### config.mk
export PLATFORM = sky130hd
export DESIGN_NAME = sbal_seq
export DESIGN_NICKNAME = d
export VERILOG_FILES = /design/src/design/sbal_bit_addr.v /design/src/design/sbal_seq.v
export VERILOG_INCLUDE_DIRS = /design/src /design/src/design
export SDC_FILE = /design/constraint.sdc
export NUM_CORES = 1
export LEC_CHECK = 0
export ABC_CLOCK_PERIOD_IN_PS = 3100
export BUFFER_PORTS_ARGS = -buffer_cell sky130_fd_sc_hd__buf_2
export CORE_ASPECT_RATIO = 0.8
export CORE_MARGIN = 3
export CORE_UTILIZATION = 47
export DETAILED_ROUTE_END_ITERATION = 12
export MAX_ROUTING_LAYER = met4
export PLACE_DENSITY = 0.9
export REMOVE_ABC_BUFFERS = 1
export SLEW_MARGIN = 10
export SYNTH_ARGS = -nofsm -noshare
export SYNTH_HDL_FRONTEND = slang
export SYNTH_SLANG_ARGS = --single-unit
### constraint.sdc
create_clock -name sys_clk -period 3.1 [get_ports sys_clk]
set_input_delay 0.62 -clock sys_clk [delete_from_list [all_inputs] [get_ports sys_clk]]
set_output_delay 0.62 -clock sys_clk [all_outputs]
set_load 0.02 [all_outputs]
### src/design/sbal_map.vh
// Constants for the skip and bit-addressing sequencer
// Assumes the core decodes opcodes into the class codes defined here
`ifndef SBAL_MAP_VH
`define SBAL_MAP_VH
// Instruction classes presented by the decoder
`define SBAL_CLS_OTHER 5'h00
`define SBAL_CLS_LD_A_IMM 5'h01
`define SBAL_CLS_LD_EA_IMM 5'h02
`define SBAL_CLS_LD_HL_IMM 5'h03
`define SBAL_CLS_REF 5'h04
`define SBAL_CLS_XCH_INC 5'h05
`define SBAL_CLS_XCH_DEC 5'h06
`define SBAL_CLS_LD_INC 5'h07
`define SBAL_CLS_LD_DEC 5'h08
`define SBAL_CLS_INC_SKIP 5'h09
`define SBAL_CLS_DEC_SKIP 5'h0a
`define SBAL_CLS_ADD_SKIP 5'h0b
`define SBAL_CLS_SUB_SKIP 5'h0c
`define SBAL_CLS_BIT_TRUE 5'h0d
`define SBAL_CLS_BIT_FALSE 5'h0e
`define SBAL_CLS_CMP_EQ 5'h0f
`define SBAL_CLS_ADC_HL 5'h10
`define SBAL_CLS_SBC_HL 5'h11
`define SBAL_CLS_ADC 5'h12
`define SBAL_CLS_SBC 5'h13
`define SBAL_CLS_SCF 5'h14
`define SBAL_CLS_RCF 5'h15
`define SBAL_CLS_CCF 5'h16
`define SBAL_CLS_RRC 5'h17
`define SBAL_CLS_CBIT 5'h18
`define SBAL_CLS_IRET 5'h19
`define SBAL_CLS_ADS_A_IMM 5'h1a
// Bit addressing modes
`define SBAL_MODE_SHORT 2'h0
`define SBAL_MODE_LIDX 2'h1
`define SBAL_MODE_HDIR 2'h2
// Address windows
`define SBAL_SHORT_LO1 12'hfb0
`define SBAL_SHORT_HI1 12'hfbf
`define SBAL_SHORT_LO2 12'hff1
`define SBAL_SHORT_HI2 12'hff9
`define SBAL_LIDX_LO 12'hfc0
`define SBAL_LIDX_HI 12'hff9
`define SBAL_REF_AREA_LO 16'h0020
`define SBAL_REF_AREA_HI 16'h007f
// Redundancy kinds
`define SBAL_RED_NONE 2'h0
`define SBAL_RED_ACC 2'h1
`define SBAL_RED_PTR 2'h2
`endif

### src/design/sbal_bit_addr.v
// Bit address former for the three bit-addressing modes
// Assumes operands are stable during the instruction that uses them
`timescale 1ns/10ps
`include "sbal_map.vh"
module sbal_bit_addr (
  input wire [1:0] mode,
  input wire [7:0] short_addr,
  input wire [3:0] l_reg,
  input wire [5:0] lidx_base,
  input wire [3:0] h_reg,
  input wire [3:0] direct_lo,
  input wire mem_bank_en,
  input wire [3:0] sel_bank,
  output reg [11:0] bit_addr,
  output reg addr_ok
);
  reg [11:0] word_addr;
  // Forms the word address and checks its range per mode
  always @* begin
    word_addr = 12'h000;
    addr_ok = 1'b0;
    case (mode)
      `SBAL_MODE_SHORT: begin
        word_addr = {4'hf, short_addr};
        addr_ok = (word_addr >= `SBAL_SHORT_LO1 &&
                   word_addr <= `SBAL_SHORT_HI1) ||
                  (word_addr >= `SBAL_SHORT_LO2 &&
                   word_addr <= `SBAL_SHORT_HI2); // RL5
      end
      `SBAL_MODE_LIDX: begin
        // Upper L bits pick the word, low two bits pick the bit
        word_addr = {6'h3f, lidx_base + {4'h0, l_reg[3:2]}};
        addr_ok = word_addr >= `SBAL_LIDX_LO &&
                  word_addr <= `SBAL_LIDX_HI; // RL5
      end
      `SBAL_MODE_HDIR: begin
        // Bank 15 when bank enable is clear, else the selected bank
        word_addr = {mem_bank_en ? sel_bank : 4'hf, h_reg, direct_lo};
        addr_ok = 1'b1; // RL6
      end
      default: begin
        word_addr = 12'h000;
        addr_ok = 1'b0;
      end
    endcase
    bit_addr = word_addr;
  end
endmodule // sbal_bit_addr

### src/design/sbal_seq.v
// Skip, redundancy and carry sequencing for a 4-bit core
// Assumes decoder gives class per instruction with an instr_done strobe
`timescale 1ns/10ps
`include "sbal_map.vh"
// What this block does
// RL1: A reference to a table entry executes the stored instruction in place.
// RL2: Consecutive same-kind immediate loads: first runs, the rest become no-ops.
// RL3: Redundancy before a reference is cancelled; referenced instruction runs.
// RL4: Instruction after a reference, redundant to it, is skipped.
// RL5: Short bit mode FB0-FBF, FF1-FF9; L-indexed mode FC0-FF9.
// RL6: H-plus-direct mode reaches all bit locations of the chosen bank.
// RL7: Increment/decrement style skips raise skip on overflow or borrow.
// RL8: Bit tests and compare raise skip on condition; carry untouched.
// RL9: Carry-changing instructions listed never raise skip.
// RL10: Add-immediate-skip after ADC/SBC on HL has its own skip cut.
// RL11: ADC overflow or SBC no-borrow skips the following add-immediate.
// RL12: Skip is a pending flag that nops the next instruction, then clears.
module sbal_seq (
  input wire sys_clk,
  input wire resetn,
  input wire instr_done,
  input wire [4:0] instr_class,
  input wire ref_fetch,
  input wire [4:0] ref_class,
  input wire [15:0] ref_addr,
  input wire overflow,
  input wire borrow,
  input wire cond_met,
  input wire carry_in,
  input wire carry_val,
  input wire [1:0] bit_mode,
  input wire [7:0] short_addr,
  input wire [3:0] l_reg,
  input wire [5:0] lidx_base,
  input wire [3:0] h_reg,
  input wire [3:0] direct_lo,
  input wire mem_bank_en,
  input wire [3:0] sel_bank,
  output reg exec_nop_q,
  output reg skip_pending_q,
  output reg ref_exec_q,
  output reg carry_q,
  output reg carry_we_q,
  output reg [11:0] bit_addr_q,
  output reg bit_addr_ok_q
);
  reg [1:0] last_red_q;
  reg [1:0] last_red_d;
  reg chain_q;
  reg chain_d;
  reg skip_d;
  reg carry_d;
  reg carry_we_d;
  reg ref_exec_d;
  reg [1:0] cur_red;
  reg red_hit;
  reg [4:0] eff_class;
  reg is_ref_table;
  wire [11:0] ba;
  wire ba_ok;

  // Redundancy kind of a class
  function [1:0] red_kind;
    input [4:0] c;
    begin
      case (c)
        `SBAL_CLS_LD_A_IMM: red_kind = `SBAL_RED_ACC;
        `SBAL_CLS_LD_EA_IMM: red_kind = `SBAL_RED_ACC;
        `SBAL_CLS_LD_HL_IMM: red_kind = `SBAL_RED_PTR;
        default: red_kind = `SBAL_RED_NONE;
      endcase
    end
  endfunction

  // Bit address former
  sbal_bit_addr u_bit_addr (
    .mode(bit_mode),
    .short_addr(short_addr),
    .l_reg(l_reg),
    .lidx_base(lidx_base),
    .h_reg(h_reg),
    .direct_lo(direct_lo),
    .mem_bank_en(mem_bank_en),
    .sel_bank(sel_bank),
    .bit_addr(ba),
    .addr_ok(ba_ok)
  );

  // Next-state decision for each completing instruction
  always @* begin
    is_ref_table = instr_class == `SBAL_CLS_REF && ref_fetch &&
                   ref_addr >= `SBAL_REF_AREA_LO &&
                   ref_addr <= `SBAL_REF_AREA_HI;
    // Referenced entry runs in place of the reference
    eff_class = is_ref_table ? ref_class : instr_class; // RL1
    cur_red = red_kind(eff_class);
    // Same-kind load right after another, outside a skip or reference
    red_hit = !skip_pending_q && !is_ref_table &&
              cur_red != `SBAL_RED_NONE && cur_red == last_red_q; // RL2
    skip_d = 1'b0;
    chain_d = 1'b0;
    carry_d = carry_q;
    carry_we_d = 1'b0;
    ref_exec_d = is_ref_table && !skip_pending_q; // RL1
    last_red_d = last_red_q;
    if (skip_pending_q) begin
      // Nopped instruction consumes the pending skip
      last_red_d = `SBAL_RED_NONE; // RL12
    end else if (is_ref_table) begin
      // Prior redundancy is ignored for the referenced one
      last_red_d = cur_red; // RL3 RL4
    end else if (cur_red != `SBAL_RED_NONE &&
                 cur_red == last_red_q) begin
      last_red_d = cur_red; // RL2
    end else begin
      last_red_d = cur_red;
      case (eff_class)
        `SBAL_CLS_XCH_INC, `SBAL_CLS_LD_INC, `SBAL_CLS_INC_SKIP,
        `SBAL_CLS_ADD_SKIP:
          skip_d = overflow; // RL7
        `SBAL_CLS_XCH_DEC, `SBAL_CLS_LD_DEC, `SBAL_CLS_DEC_SKIP,
        `SBAL_CLS_SUB_SKIP:
          skip_d = borrow; // RL7
        `SBAL_CLS_ADS_A_IMM:
          skip_d = chain_q ? 1'b0 : overflow; // RL10
        `SBAL_CLS_BIT_TRUE, `SBAL_CLS_BIT_FALSE, `SBAL_CLS_CMP_EQ:
          skip_d = cond_met; // RL8
        `SBAL_CLS_ADC_HL: begin
          chain_d = 1'b1;
          carry_d = carry_val;
          carry_we_d = 1'b1;
          skip_d = overflow; // RL11
        end
        `SBAL_CLS_SBC_HL: begin
          chain_d = 1'b1;
          carry_d = carry_val;
          carry_we_d = 1'b1;
          skip_d = ~borrow; // RL11
        end
        `SBAL_CLS_ADC, `SBAL_CLS_SBC, `SBAL_CLS_RRC, `SBAL_CLS_CBIT,
        `SBAL_CLS_IRET: begin
          carry_d = carry_val;
          carry_we_d = 1'b1; // RL9
        end
        `SBAL_CLS_SCF: begin
          carry_d = 1'b1;
          carry_we_d = 1'b1; // RL9
        end
        `SBAL_CLS_RCF: begin
          carry_d = 1'b0;
          carry_we_d = 1'b1; // RL9
        end
        `SBAL_CLS_CCF: begin
          carry_d = ~carry_q;
          carry_we_d = 1'b1; // RL9
        end
        default: skip_d = 1'b0;
      endcase
    end
  end

  // State registers; bit address and carry write-enable update every clock, the rest when an instruction completes
  always @(posedge sys_clk or negedge resetn) begin
    if (!resetn) begin
      last_red_q <= 2'h0;
      chain_q <= 1'b0;
      skip_pending_q <= 1'b0;
      exec_nop_q <= 1'b0;
      ref_exec_q <= 1'b0;
      carry_q <= 1'b0;
      carry_we_q <= 1'b0;
      bit_addr_q <= 12'h000;
      bit_addr_ok_q <= 1'b0;
    end else begin
      bit_addr_q <= ba;
      bit_addr_ok_q <= ba_ok;
      carry_we_q <= instr_done & carry_we_d;
      if (instr_done) begin
        last_red_q <= last_red_d;
        chain_q <= chain_d;
        skip_pending_q <= skip_d; // RL12
        carry_q <= carry_d;
        ref_exec_q <= ref_exec_d;
        // Next instruction runs as nop if skipped or redundant
        exec_nop_q <= skip_d || red_hit; // RL2 RL4
      end
    end
  end
endmodule // sbal_seq

# Yosys cells after proc, flatten, opt, wreduce, memory -nomap -nowiden
# Cells that the tools add are included.
[word_totals]
register_bits = 21
input_bits = 68
[classes]
add_sub_neg = 1
order_cmp = 7
n_eq_ne = 29
mux = 20
bitwise = 6
reduce_logical = 25
[op_table]
columns = ["operator", "n"]
rows = [
  ["5-bit == test, second input constant", 11],
  ["5-bit by 4-bit == test with 1-bit output, second input constant", 8],
  ["12-bit less-or-equal comparator, second input constant", 3],
  ["12-bit one-hot mux with 3 select lines", 1],
  ["12-bit greater-or-equal comparator, second input constant", 2],
  ["5-bit by 3-bit == test with 1-bit output, second input constant", 4],
  ["16-bit by 6-bit greater-or-equal comparator with 1-bit output, second input constant", 1],
  ["16-bit by 7-bit less-or-equal comparator with 1-bit output, second input constant", 1],
  ["1-bit two-way mux", 12],
  ["5-bit by 2-bit == test with 1-bit output, second input constant", 2],
  ["1-bit logical AND", 10],
  ["10-bit OR reduction", 1],
  ["7-bit OR reduction", 1],
  ["6-bit by 2-bit adder with 6-bit output", 1],
  ["5-bit by 1-bit == test with 1-bit output, second input constant", 1],
  ["5-bit two-way mux", 1],
  ["1-bit NOT", 5],
  ["1-bit one-hot mux with 5 select lines", 1],
  ["5-bit AND reduction", 1],
  ["5-bit OR reduction", 1],
  ["4-bit two-way mux", 1],
  ["1-bit one-hot mux with 4 select lines", 1],
  ["2-bit one-hot mux with 2 select lines", 1],
  ["4-bit nonzero test", 1],
  ["13 further kinds", 16],
]

# Logic depth before layout (Yosys ltp)
# Gate-level depths: netlist of run 1.
[logic_depth]
ltp_word = 14
ltp_mapped = 9
ltp_nobuf = 8

# Modules after synthesis
# Synthesis of run 1 repeated with hierarchy kept, for this count alone.
[unflattened]
hier_cells = 161
hier_area_um2 = 1527.7
[by_module_without_submodules]
columns = ["module", "instances", "cells_per_inst", "area_per_inst_um2", "seq_area_each_um2"]
rows = [
  ["sbal_seq", 1, 98, 1102.3, 525.5],
  ["sbal_bit_addr", 1, 63, 425.4, 0.0],
]

# Worst setup path after synthesis of run 1
# No wires, ideal clock.
[synth_timing]
path_type = "input to register"
startpoint = "input port instr_class[2]"
endpoint = "register exec_nop_q"
t_arrival_ns = 2.200
required_time_ns = 2.969
setup_slack_ns = 0.769
path_stages = 8
path_buffers = 1
path_cell_list = "buf_2 -> and2b_1 -> and2_1 -> a31oi_1 -> or4_1 -> a211oi_1 -> nor4_2 -> or3b_1"
[synth_between]
elab_chain_cells = 14
word_cells_on_any_way = 39
cone_classes = "eq/ne: 19; mux: 6; reduce/logical: 14"
[synth_lines]
columns = ["element", "line", "rtl"]
rows = [
  ["start, declared", "sbal_seq.v:22", "input wire [4:0] instr_class,"],
  ["5-bit by 3-bit == test with 1-bit output (no line)", "n/a", ""],
  ["1-bit logical AND", "sbal_seq.v:91", "is_ref_table = instr_class == `SBAL_CLS_REF && ref_fetch &&"],
  ["1-bit logical AND (no line) (2 in series)", "n/a", ""],
  ["5-bit two-way mux", "sbal_seq.v:95", "eff_class = is_ref_table ? ref_class : instr_class;"],
  ["5-bit by 2-bit == test with 1-bit output / 5-bit by 1-bit == test with 1-bit output (equally long branches)", "sbal_seq.v:66", "case (c)"],
  ["2-bit OR reduction (no line)", "n/a", ""],
  ["2-bit one-hot mux with 2 select lines", "sbal_seq.v:66", ""],
  ["2-bit == test / 2-bit nonzero test (equally long branches)", "n/a", ""],
  ["1-bit logical AND", "sbal_seq.v:112", "end else if (cur_red != `SBAL_RED_NONE &&"],
  ["1-bit two-way mux", "sbal_seq.v:112", ""],
  ["1-bit two-way mux", "sbal_seq.v:109", "end else if (is_ref_table) begin"],
  ["1-bit two-way mux", "sbal_seq.v:106", "if (skip_pending_q) begin"],
  ["1-bit logical OR (*)", "sbal_seq.v:185", "exec_nop_q <= skip_d || red_hit;"],
  ["end signal, assigned", "sbal_seq.v:185", ""],
  ["end, declared", "sbal_seq.v:39", "output reg exec_nop_q,"],
]
# Every way passes the cells marked *; elsewhere a longest branch is shown, timed or not.
# A chain may end at the register's enable or synchronous reset.

# Worst setup path after layout of run 1
[layout_timing]
startpoint = "input port ref_addr[13]"
endpoint = "register exec_nop_q"
[layout_between]
elab_chain_cells = 13
word_cells_on_any_way = 39
cone_classes = "order compare: 2; eq/ne: 18; mux: 6; reduce/logical: 13"
[layout_lines]
columns = ["element", "line", "rtl"]
rows = [
  ["start, declared", "sbal_seq.v:25", "input wire [15:0] ref_addr,"],
  ["16-bit by 6-bit greater-or-equal comparator with 1-bit output (no line)", "n/a", ""],
  ["1-bit logical AND (no line)", "n/a", ""],
  ["1-bit logical AND (no line) (*)", "n/a", ""],
  ["5-bit two-way mux", "sbal_seq.v:95", ""],
  ["5-bit by 2-bit == test with 1-bit output / 5-bit by 1-bit == test with 1-bit output (equally long branches)", "sbal_seq.v:66", ""],
  ["2-bit OR reduction (no line)", "n/a", ""],
  ["2-bit one-hot mux with 2 select lines", "sbal_seq.v:66", ""],
  ["2-bit == test / 2-bit nonzero test (equally long branches)", "n/a", ""],
  ["1-bit logical AND", "sbal_seq.v:112", ""],
  ["1-bit two-way mux", "sbal_seq.v:112", ""],
  ["1-bit two-way mux", "sbal_seq.v:109", ""],
  ["1-bit two-way mux", "sbal_seq.v:106", ""],
  ["1-bit logical OR (*)", "sbal_seq.v:185", ""],
]
# Marks and branches as above.

==> results of run 1 <==
final cells by class:
type	count	area, µm²
Clock buffer	3	41.29
Clock inverter	1	7.507
Fill cell	267	974.7
Inverter	8	30.03
Multi-Input combinational cell	135	880.8
Sequential cell	21	525.5
Tap cell	38	47.55
Timing Repair Buffer	77	385.4
layout by cell type, fill, tap and decap left out, types with 2 or more instances in the layout:
master and count:
o32ai_1 2, o22ai_1 3, and2_1 3, nand4_1 3, buf_2 77, dfrtp_1 21
nor2_1 9, nand3_1 3, mux2i_1 3, ha_1 2, o21ai_1 4, inv_1 8
xor2_1 2, nand2_1 21, o211ai_1 2, o2bb2ai_1 2, nor3_1 2, a21o_1 2
nor4_1 4, nor2b_1 8, o21a_1 2, clkbuf_8 3, o21ai_0 21, a21oi_1 3
xnor2_1 4, nor4_2 2, a31oi_1 4
power groups by stage:
stage / logic, mW / registers (mW) / clock network (mW)
global route: 0.231 / 0.309 / 0.198
global placement: 0.201 / 0.310 / 0
floorplan: 0.0760 / 0.340 / 0
finish: 0.207 / 0.306 / 0.179
detailed placement: 0.206 / 0.311 / 0
CTS: 0.208 / 0.306 / 0.185
worst reg2reg max path, delay by kind of cell (launching register included):
family                 cells  cell delay (ns)
AND/OR/NAND/NOR            4             0.90
flip-flops                 1             0.38
AO/OA/AOI/OAI              2             0.27
buffers and inverters      1             0.06
cell families after synthesis:
| logic type | after synthesis |
|---|---|
| compound gates | 54 |
| mux | 3 |
| xor+xnor | 6 |
| fa+ha+maj | 3 |
| buf+inv | 17 |
| flops | 21 |
| simple gates | 69 |
layer usage:
metal / share of wire / track usage
met5: 0 / -
met4: 0.0070 / 0.02500
met1: 0.42 / 0.3066
met3: 0.076 / 0.04600
met2: 0.50 / 0.3410
sequential cells by signal (all words and copies together) (netlist names):
signal and cells:
bit_addr_ok_q 1, bit_addr_q 12, carry_q 1, carry_we_q 1, chain_q 1, exec_nop_q 1
last_red_q 2, ref_exec_q 1, skip_pending_q 1
worst min path at each step:
stage,to,slack (ns)
floorplan,bit_addr_ok_q,0.32
global placement,chain_q,0.49
detailed placement,ref_exec_q,0.52
CTS,bit_addr_q[4],0.32
global route,last_red_q[0],0.32
finish,last_red_q[0],0.30
==> out/results.tsv, run 1 <==
metric	value	unit
Post-Synth XOR/XNOR Area	0.03532	
Post-synth EDFFs	0	
Routed Antenna Nets	0	
Setup Crit Path Kind	in2reg	
setup TNS	0	ns
Buf/Inv on CP	1	
Worst-Skew Late Latency	0.26	ns
Layout area overhead	28.93	%
reported net switching power	0.2202	mW
max-cap viol count	0	
Slew Limit Fails	0	
fin nets	317	
reg-to-reg endpoint	exec_nop_q	
total chip power	0.6925	mW
PortBufs	77	
worst-path cell chain	buf_2, nor4_2, and2_1, a31oi_1, or4_1, a211oi_1, nor4_2, or3b_1	
Critical Path Sink	exec_nop_q	
CP dominant cell by count	nor4_2	
R2R setup slack	1.38	ns
Adder-Cell Fraction of Synth Area	0.03028	
CP arrival	2.60	ns
placed inst area	1869	µm²
final core occ	0.6631	
Pre-antenna DRT Iters	4	
via count	1567	
gr ovfl total	0	
unique cell type count in the Yosys netlist	53	
core region area	2893	µm²
synth cell count leaders	dfrtp_1 (21), nand2_1 (21), o21ai_0 (21)	
final period utilization	0.7711	
clk root buf	clkbuf_8	
Final Non-Filler Cells	283	
post-synthesis compound-gate area fraction	0.2397	
synthesized flop and latch total	21	
CP endpoint kind	flop	
Critical Path Source Type	input port	
unrepaired setup endpoints after global routing	false	
Die H	56.32	µm
initial antenna violation count	0	
max incr delay on CP	0.52	ns
clk buf depth	2	
GP Congestion	0.9433	
clock slew at reported path FFs	0.08	ns
final instance area	1918	µm²
Num Clock Sinks	21	
first-pass GRT wire length	6513	µm
HPWL after DPL	3236	µm
synthesized area	1488	µm²
post-synthesis mux area share	0.02019	
Stages on worst setup path	8	
sequential area share after synthesis	0.3532	
delay-heaviest family, CP	simple AND/OR/NAND/NOR gates	
Peak Freq	0.4184	GHz
setup bufs post-CTS	0	
ys async rst share	1.000	
synth top area cells	dfrtp_1 (35%), o21ai_0 (7.1%), nand2_1 (5.3%), nor2b_1 (3.4%), xnor2_1 (2.4%)	
R2R depth	7	
Hold Buf Count CTS	0	
DP Worst Slack	0.4557	ns
Sw Share	0.3180	
CP max FO	8	
H-tree Lvls	1	
total track usage	0.2205	
YS warnings	0	
Final Skew	0.006166	ns
layout cells sized above 1	0.3755	
post-cts resize count	0	
I/O pin count	86	
Initial Util	0.5143	
Post-Route WL	4020	µm
PD cells	361.0	nW/µm²
start point of the critical path	ref_addr[13]	
clock network power share	0.259	
Worst EP required	3.31	ns
prevailing post-synth register cell	dfrtp_1	
Worst path slowest cell	or4_1	
Peak supply drop	0.3079	mV
Gate Count Post-Synth	173	
final worst-path setup slack	0.7097	ns
Hold WC Path Type	in2async	
CTS tree	yes	
Synth top area share	0.3532	
leak pwr	0.9016	nW
crit path time final	2.390	ns
die area	3880	µm²
Post-Synth Simple-Gate Area	0.2666	
Die X	68.90	µm
Avg WL per Cell	14.20	µm
Seq pwr share	0.441	
Via-to-Cell Ratio	5.537	
cell-internal power	0.4722	mW
main combinational cell family by area after synthesis	simple AND/OR/NAND/NOR gates	
Final Hold Vio Count	0	
FF-to-FF Start	skip_pending_q	
DRT iter0 DRCs	68	
# diodes	0	
placed cells	279	
# DRC	0	
largest net degree at the start of global routing	22	
outcome	finished clean	
power share of the combinational group	0.300	
hold slack	0.3038	ns
CTS buffer count	3	
vias in the first global route	1496	
post-synthesis average cell area	8.599	µm²
count of final setup violators	0	
largest area contributor in the netlist	dfrtp_1	
worst slew pin tran	0.5875	ns
Max-slew headroom	0.6076	
cell row count	17	
Power figures use the tool's default switching activity.
==> inputs of run 2 (changes only) <==
ABC_CLOCK_PERIOD_IN_PS = 2300   (was 3100)
CORE_UTILIZATION = 44   (was 47)
PLACE_DENSITY = 0.85   (was 0.9)
clock period = 2.3 ns   (was 3.1 ns; I/O delays follow)
==> out/results.tsv, run 2 (synthesis gave the netlist of run 1 again) <==
metric	value	unit	change
R2R depth	7		unchanged
CTS tree	yes		unchanged
Worst-Skew Late Latency	0.25	ns	was 0.26 ns
max-cap viol count	0		unchanged
PortBufs	77		unchanged
I/O pin count	86		unchanged
max incr delay on CP	0.49	ns	was 0.52 ns
Via-to-Cell Ratio	5.385		was 5.537
Worst path slowest cell	or4_1		unchanged
cell row count	18		was 17
clock slew at reported path FFs	0.07	ns	was 0.08 ns
Hold WC Path Type	in2async		unchanged
Worst EP required	2.50	ns	was 3.31 ns
worst-path cell chain	buf_2, nor4_2, and2_1, a31oi_1, or4_1, a211oi_1, nor4_2, or3b_1		unchanged
WL met2	1778	µm	was 1990 µm
Avg WL per Cell	13.02	µm	was 14.20 µm
Final Hold Vio Count	0		unchanged
vias in the first global route	1442		was 1496
layout cells sized above 1	0.3984		was 0.3755
CP arrival	2.34	ns	was 2.60 ns
# diodes	0		unchanged
CP dominant cell by count	nor4_2		unchanged
top sig layer	met4		unchanged
HPWL after DPL	3230	µm	was 3236 µm
Slew Limit Fails	0		unchanged
# DRC	0		unchanged
Routed Antenna Nets	0		unchanged
most common cell after layout, fill and taps aside	buf_2		unchanged
GP Congestion	0.9228		was 0.9433
core region area	3153	µm²	was 2893 µm²
top flop regs	bit_addr_q (12), last_red_q (2)		unchanged
final period utilization	0.9315		
initial antenna violation count	0		unchanged
Pre-antenna DRT Iters	5		was 4
FF-to-FF Start	skip_pending_q		unchanged
register area	525.5	µm²	unchanged
reg-to-reg endpoint	exec_nop_q		unchanged
H-tree Lvls	1		unchanged
gr ovfl total	0		unchanged
clk root buf	clkbuf_8		unchanged
leak pwr	0.9555	nW	was 0.9016 nW
Met1 Wirelength	1719	µm	was 1695 µm
Layout area overhead	34.40	%	was 28.93%
Buf/Inv on CP	1		unchanged
worst slew pin tran	0.5910	ns	was 0.5875 ns
fin nets	328		was 317
final worst-path setup slack	0.1574	ns	was 0.7097 ns
Peak supply drop	0.3391	mV	was 0.3079 mV
Num Clock Sinks	21		unchanged
post-cts resize count	0		unchanged
Max-slew headroom	0.6052		was 0.6076
outcome	finished clean		unchanged
crit path time final	2.143	ns	
count of final setup violators	0		unchanged
R2R setup slack	0.53	ns	was 1.38 ns
Setup Crit Path Kind	in2reg		unchanged
via count	1594		was 1567
total track usage	0.1931		was 0.2205
clk buf depth	2		unchanged
largest register by flop count	bit_addr_q		unchanged
DRT iter0 DRCs	81		was 68
Largest register FFs	12		unchanged
DP Worst Slack	-0.08608	ns	was 0.4557 ns
Peak Freq	0.4667	GHz	
die area	4119	µm²	was 3880 µm²
hold slack	0.1418	ns	was 0.3038 ns
CTS buffer count	3		unchanged
CP max FO	8		unchanged
CP endpoint kind	flop		unchanged
delay-heaviest family, CP	simple AND/OR/NAND/NOR gates		unchanged
fill cell count	292		was 267
PD cells	466.9	nW/µm²	was 361.0 nW/µm²
Post-Route WL	3853	µm	was 4020 µm
Critical Path Source Type	input port		unchanged
Initial Util	0.4718		was 0.5143
Hold Buf Count CTS	0		unchanged
footprint of the multi-input gates	880.8	µm²	unchanged
final core occ	0.6341		was 0.6631
largest net degree at the start of global routing	22		unchanged
Final Skew	0.005097	ns	was 0.006166 ns
met3 WL	347	µm	was 306 µm
first-pass GRT wire length	6230	µm	was 6513 µm
setup bufs post-CTS	0		unchanged
most frequent cells in the layout	buf_2 (77), nand2_1 (21), o21ai_0 (21), dfrtp_1 (21), buf_4 (11)		was buf_2 (77), nand2_1 (21), o21ai_0 (21), dfrtp_1 (21), nor2_1 (9)
Die H	58.01	µm	was 56.32 µm
Die X	71.01	µm	was 68.90 µm
Stages on worst setup path	8		unchanged
unrepaired setup endpoints after global routing	false		unchanged
-- run 2: cell types whose count changed in the layout (fill, tap and decap cells not counted) --
cell,before,now
clkinvlp_4,1,0
buf_4,0,11
clkbuf_1,0,1
-- run 2: how the worst max path moves through the flow --
| stage | slack [ns] | from | endpoint |
|---|---|---|---|
| floorplan | 0.14 | ref_addr[13] | exec_nop_q |
| global placement | -0.1 | ref_addr[13] | exec_nop_q |
| detailed placement | -0.09 | ref_addr[13] | exec_nop_q |
| CTS | 0.19 | ref_addr[13] | exec_nop_q |
| global route | 0.03 | ref_addr[13] | exec_nop_q |
| finish | 0.16 | ref_addr[13] | exec_nop_q |
-- run 2: worst reg2reg max path, cell delays in order, from the launching register on --
cell and delay, ns:
dfrtp_1 0.39, inv_1 0.07, nand2_1 0.21, nor4_1 0.10, a21oi_1 0.16, o22ai_1 0.11
nor4_2 0.25, or3b_1 0.36
-- run 2: routing by layer --
layer  global-route usage  up-vias
li1                     -      791
met1               0.2571      736
met2               0.2999       65
met3              0.05546        2
met4              0.03217        0
met5                    -        -
-- run 2: metrics by stage --
step	power, mW	TNS, ns	instances	instance area [µm²]
floorplan	0.5601	0	164	1436
global placement	0.7060	-0.1343	292	1954
detailed placement	0.7106	-0.1051	292	1954
CTS	0.9444	0	296	1999
global route	0.9974	0	296	1999
finish	0.9335	0	296	1999
-- run 2: final cells by class --
class | count | area share
Clock buffer | 4 | 0.02253
Sequential cell | 21 | 0.2628
Timing Repair Buffer | 88 | 0.2340
Inverter | 8 | 0.01502
Multi-Input combinational cell | 135 | 0.4406
Tap cell | 40 | 0.02503
-- run 2: power by group --
part | total [mW] | internal, mW | switching [mW] | leakage [nW]
combinational | 0.291 | 0.125 | 0.166 | 0.673
clock | 0.230 | 0.123 | 0.106 | 0.0228
sequential | 0.413 | 0.400 | 0.0126 | 0.260
total | 0.934 | 0.648 | 0.285 | 0.956
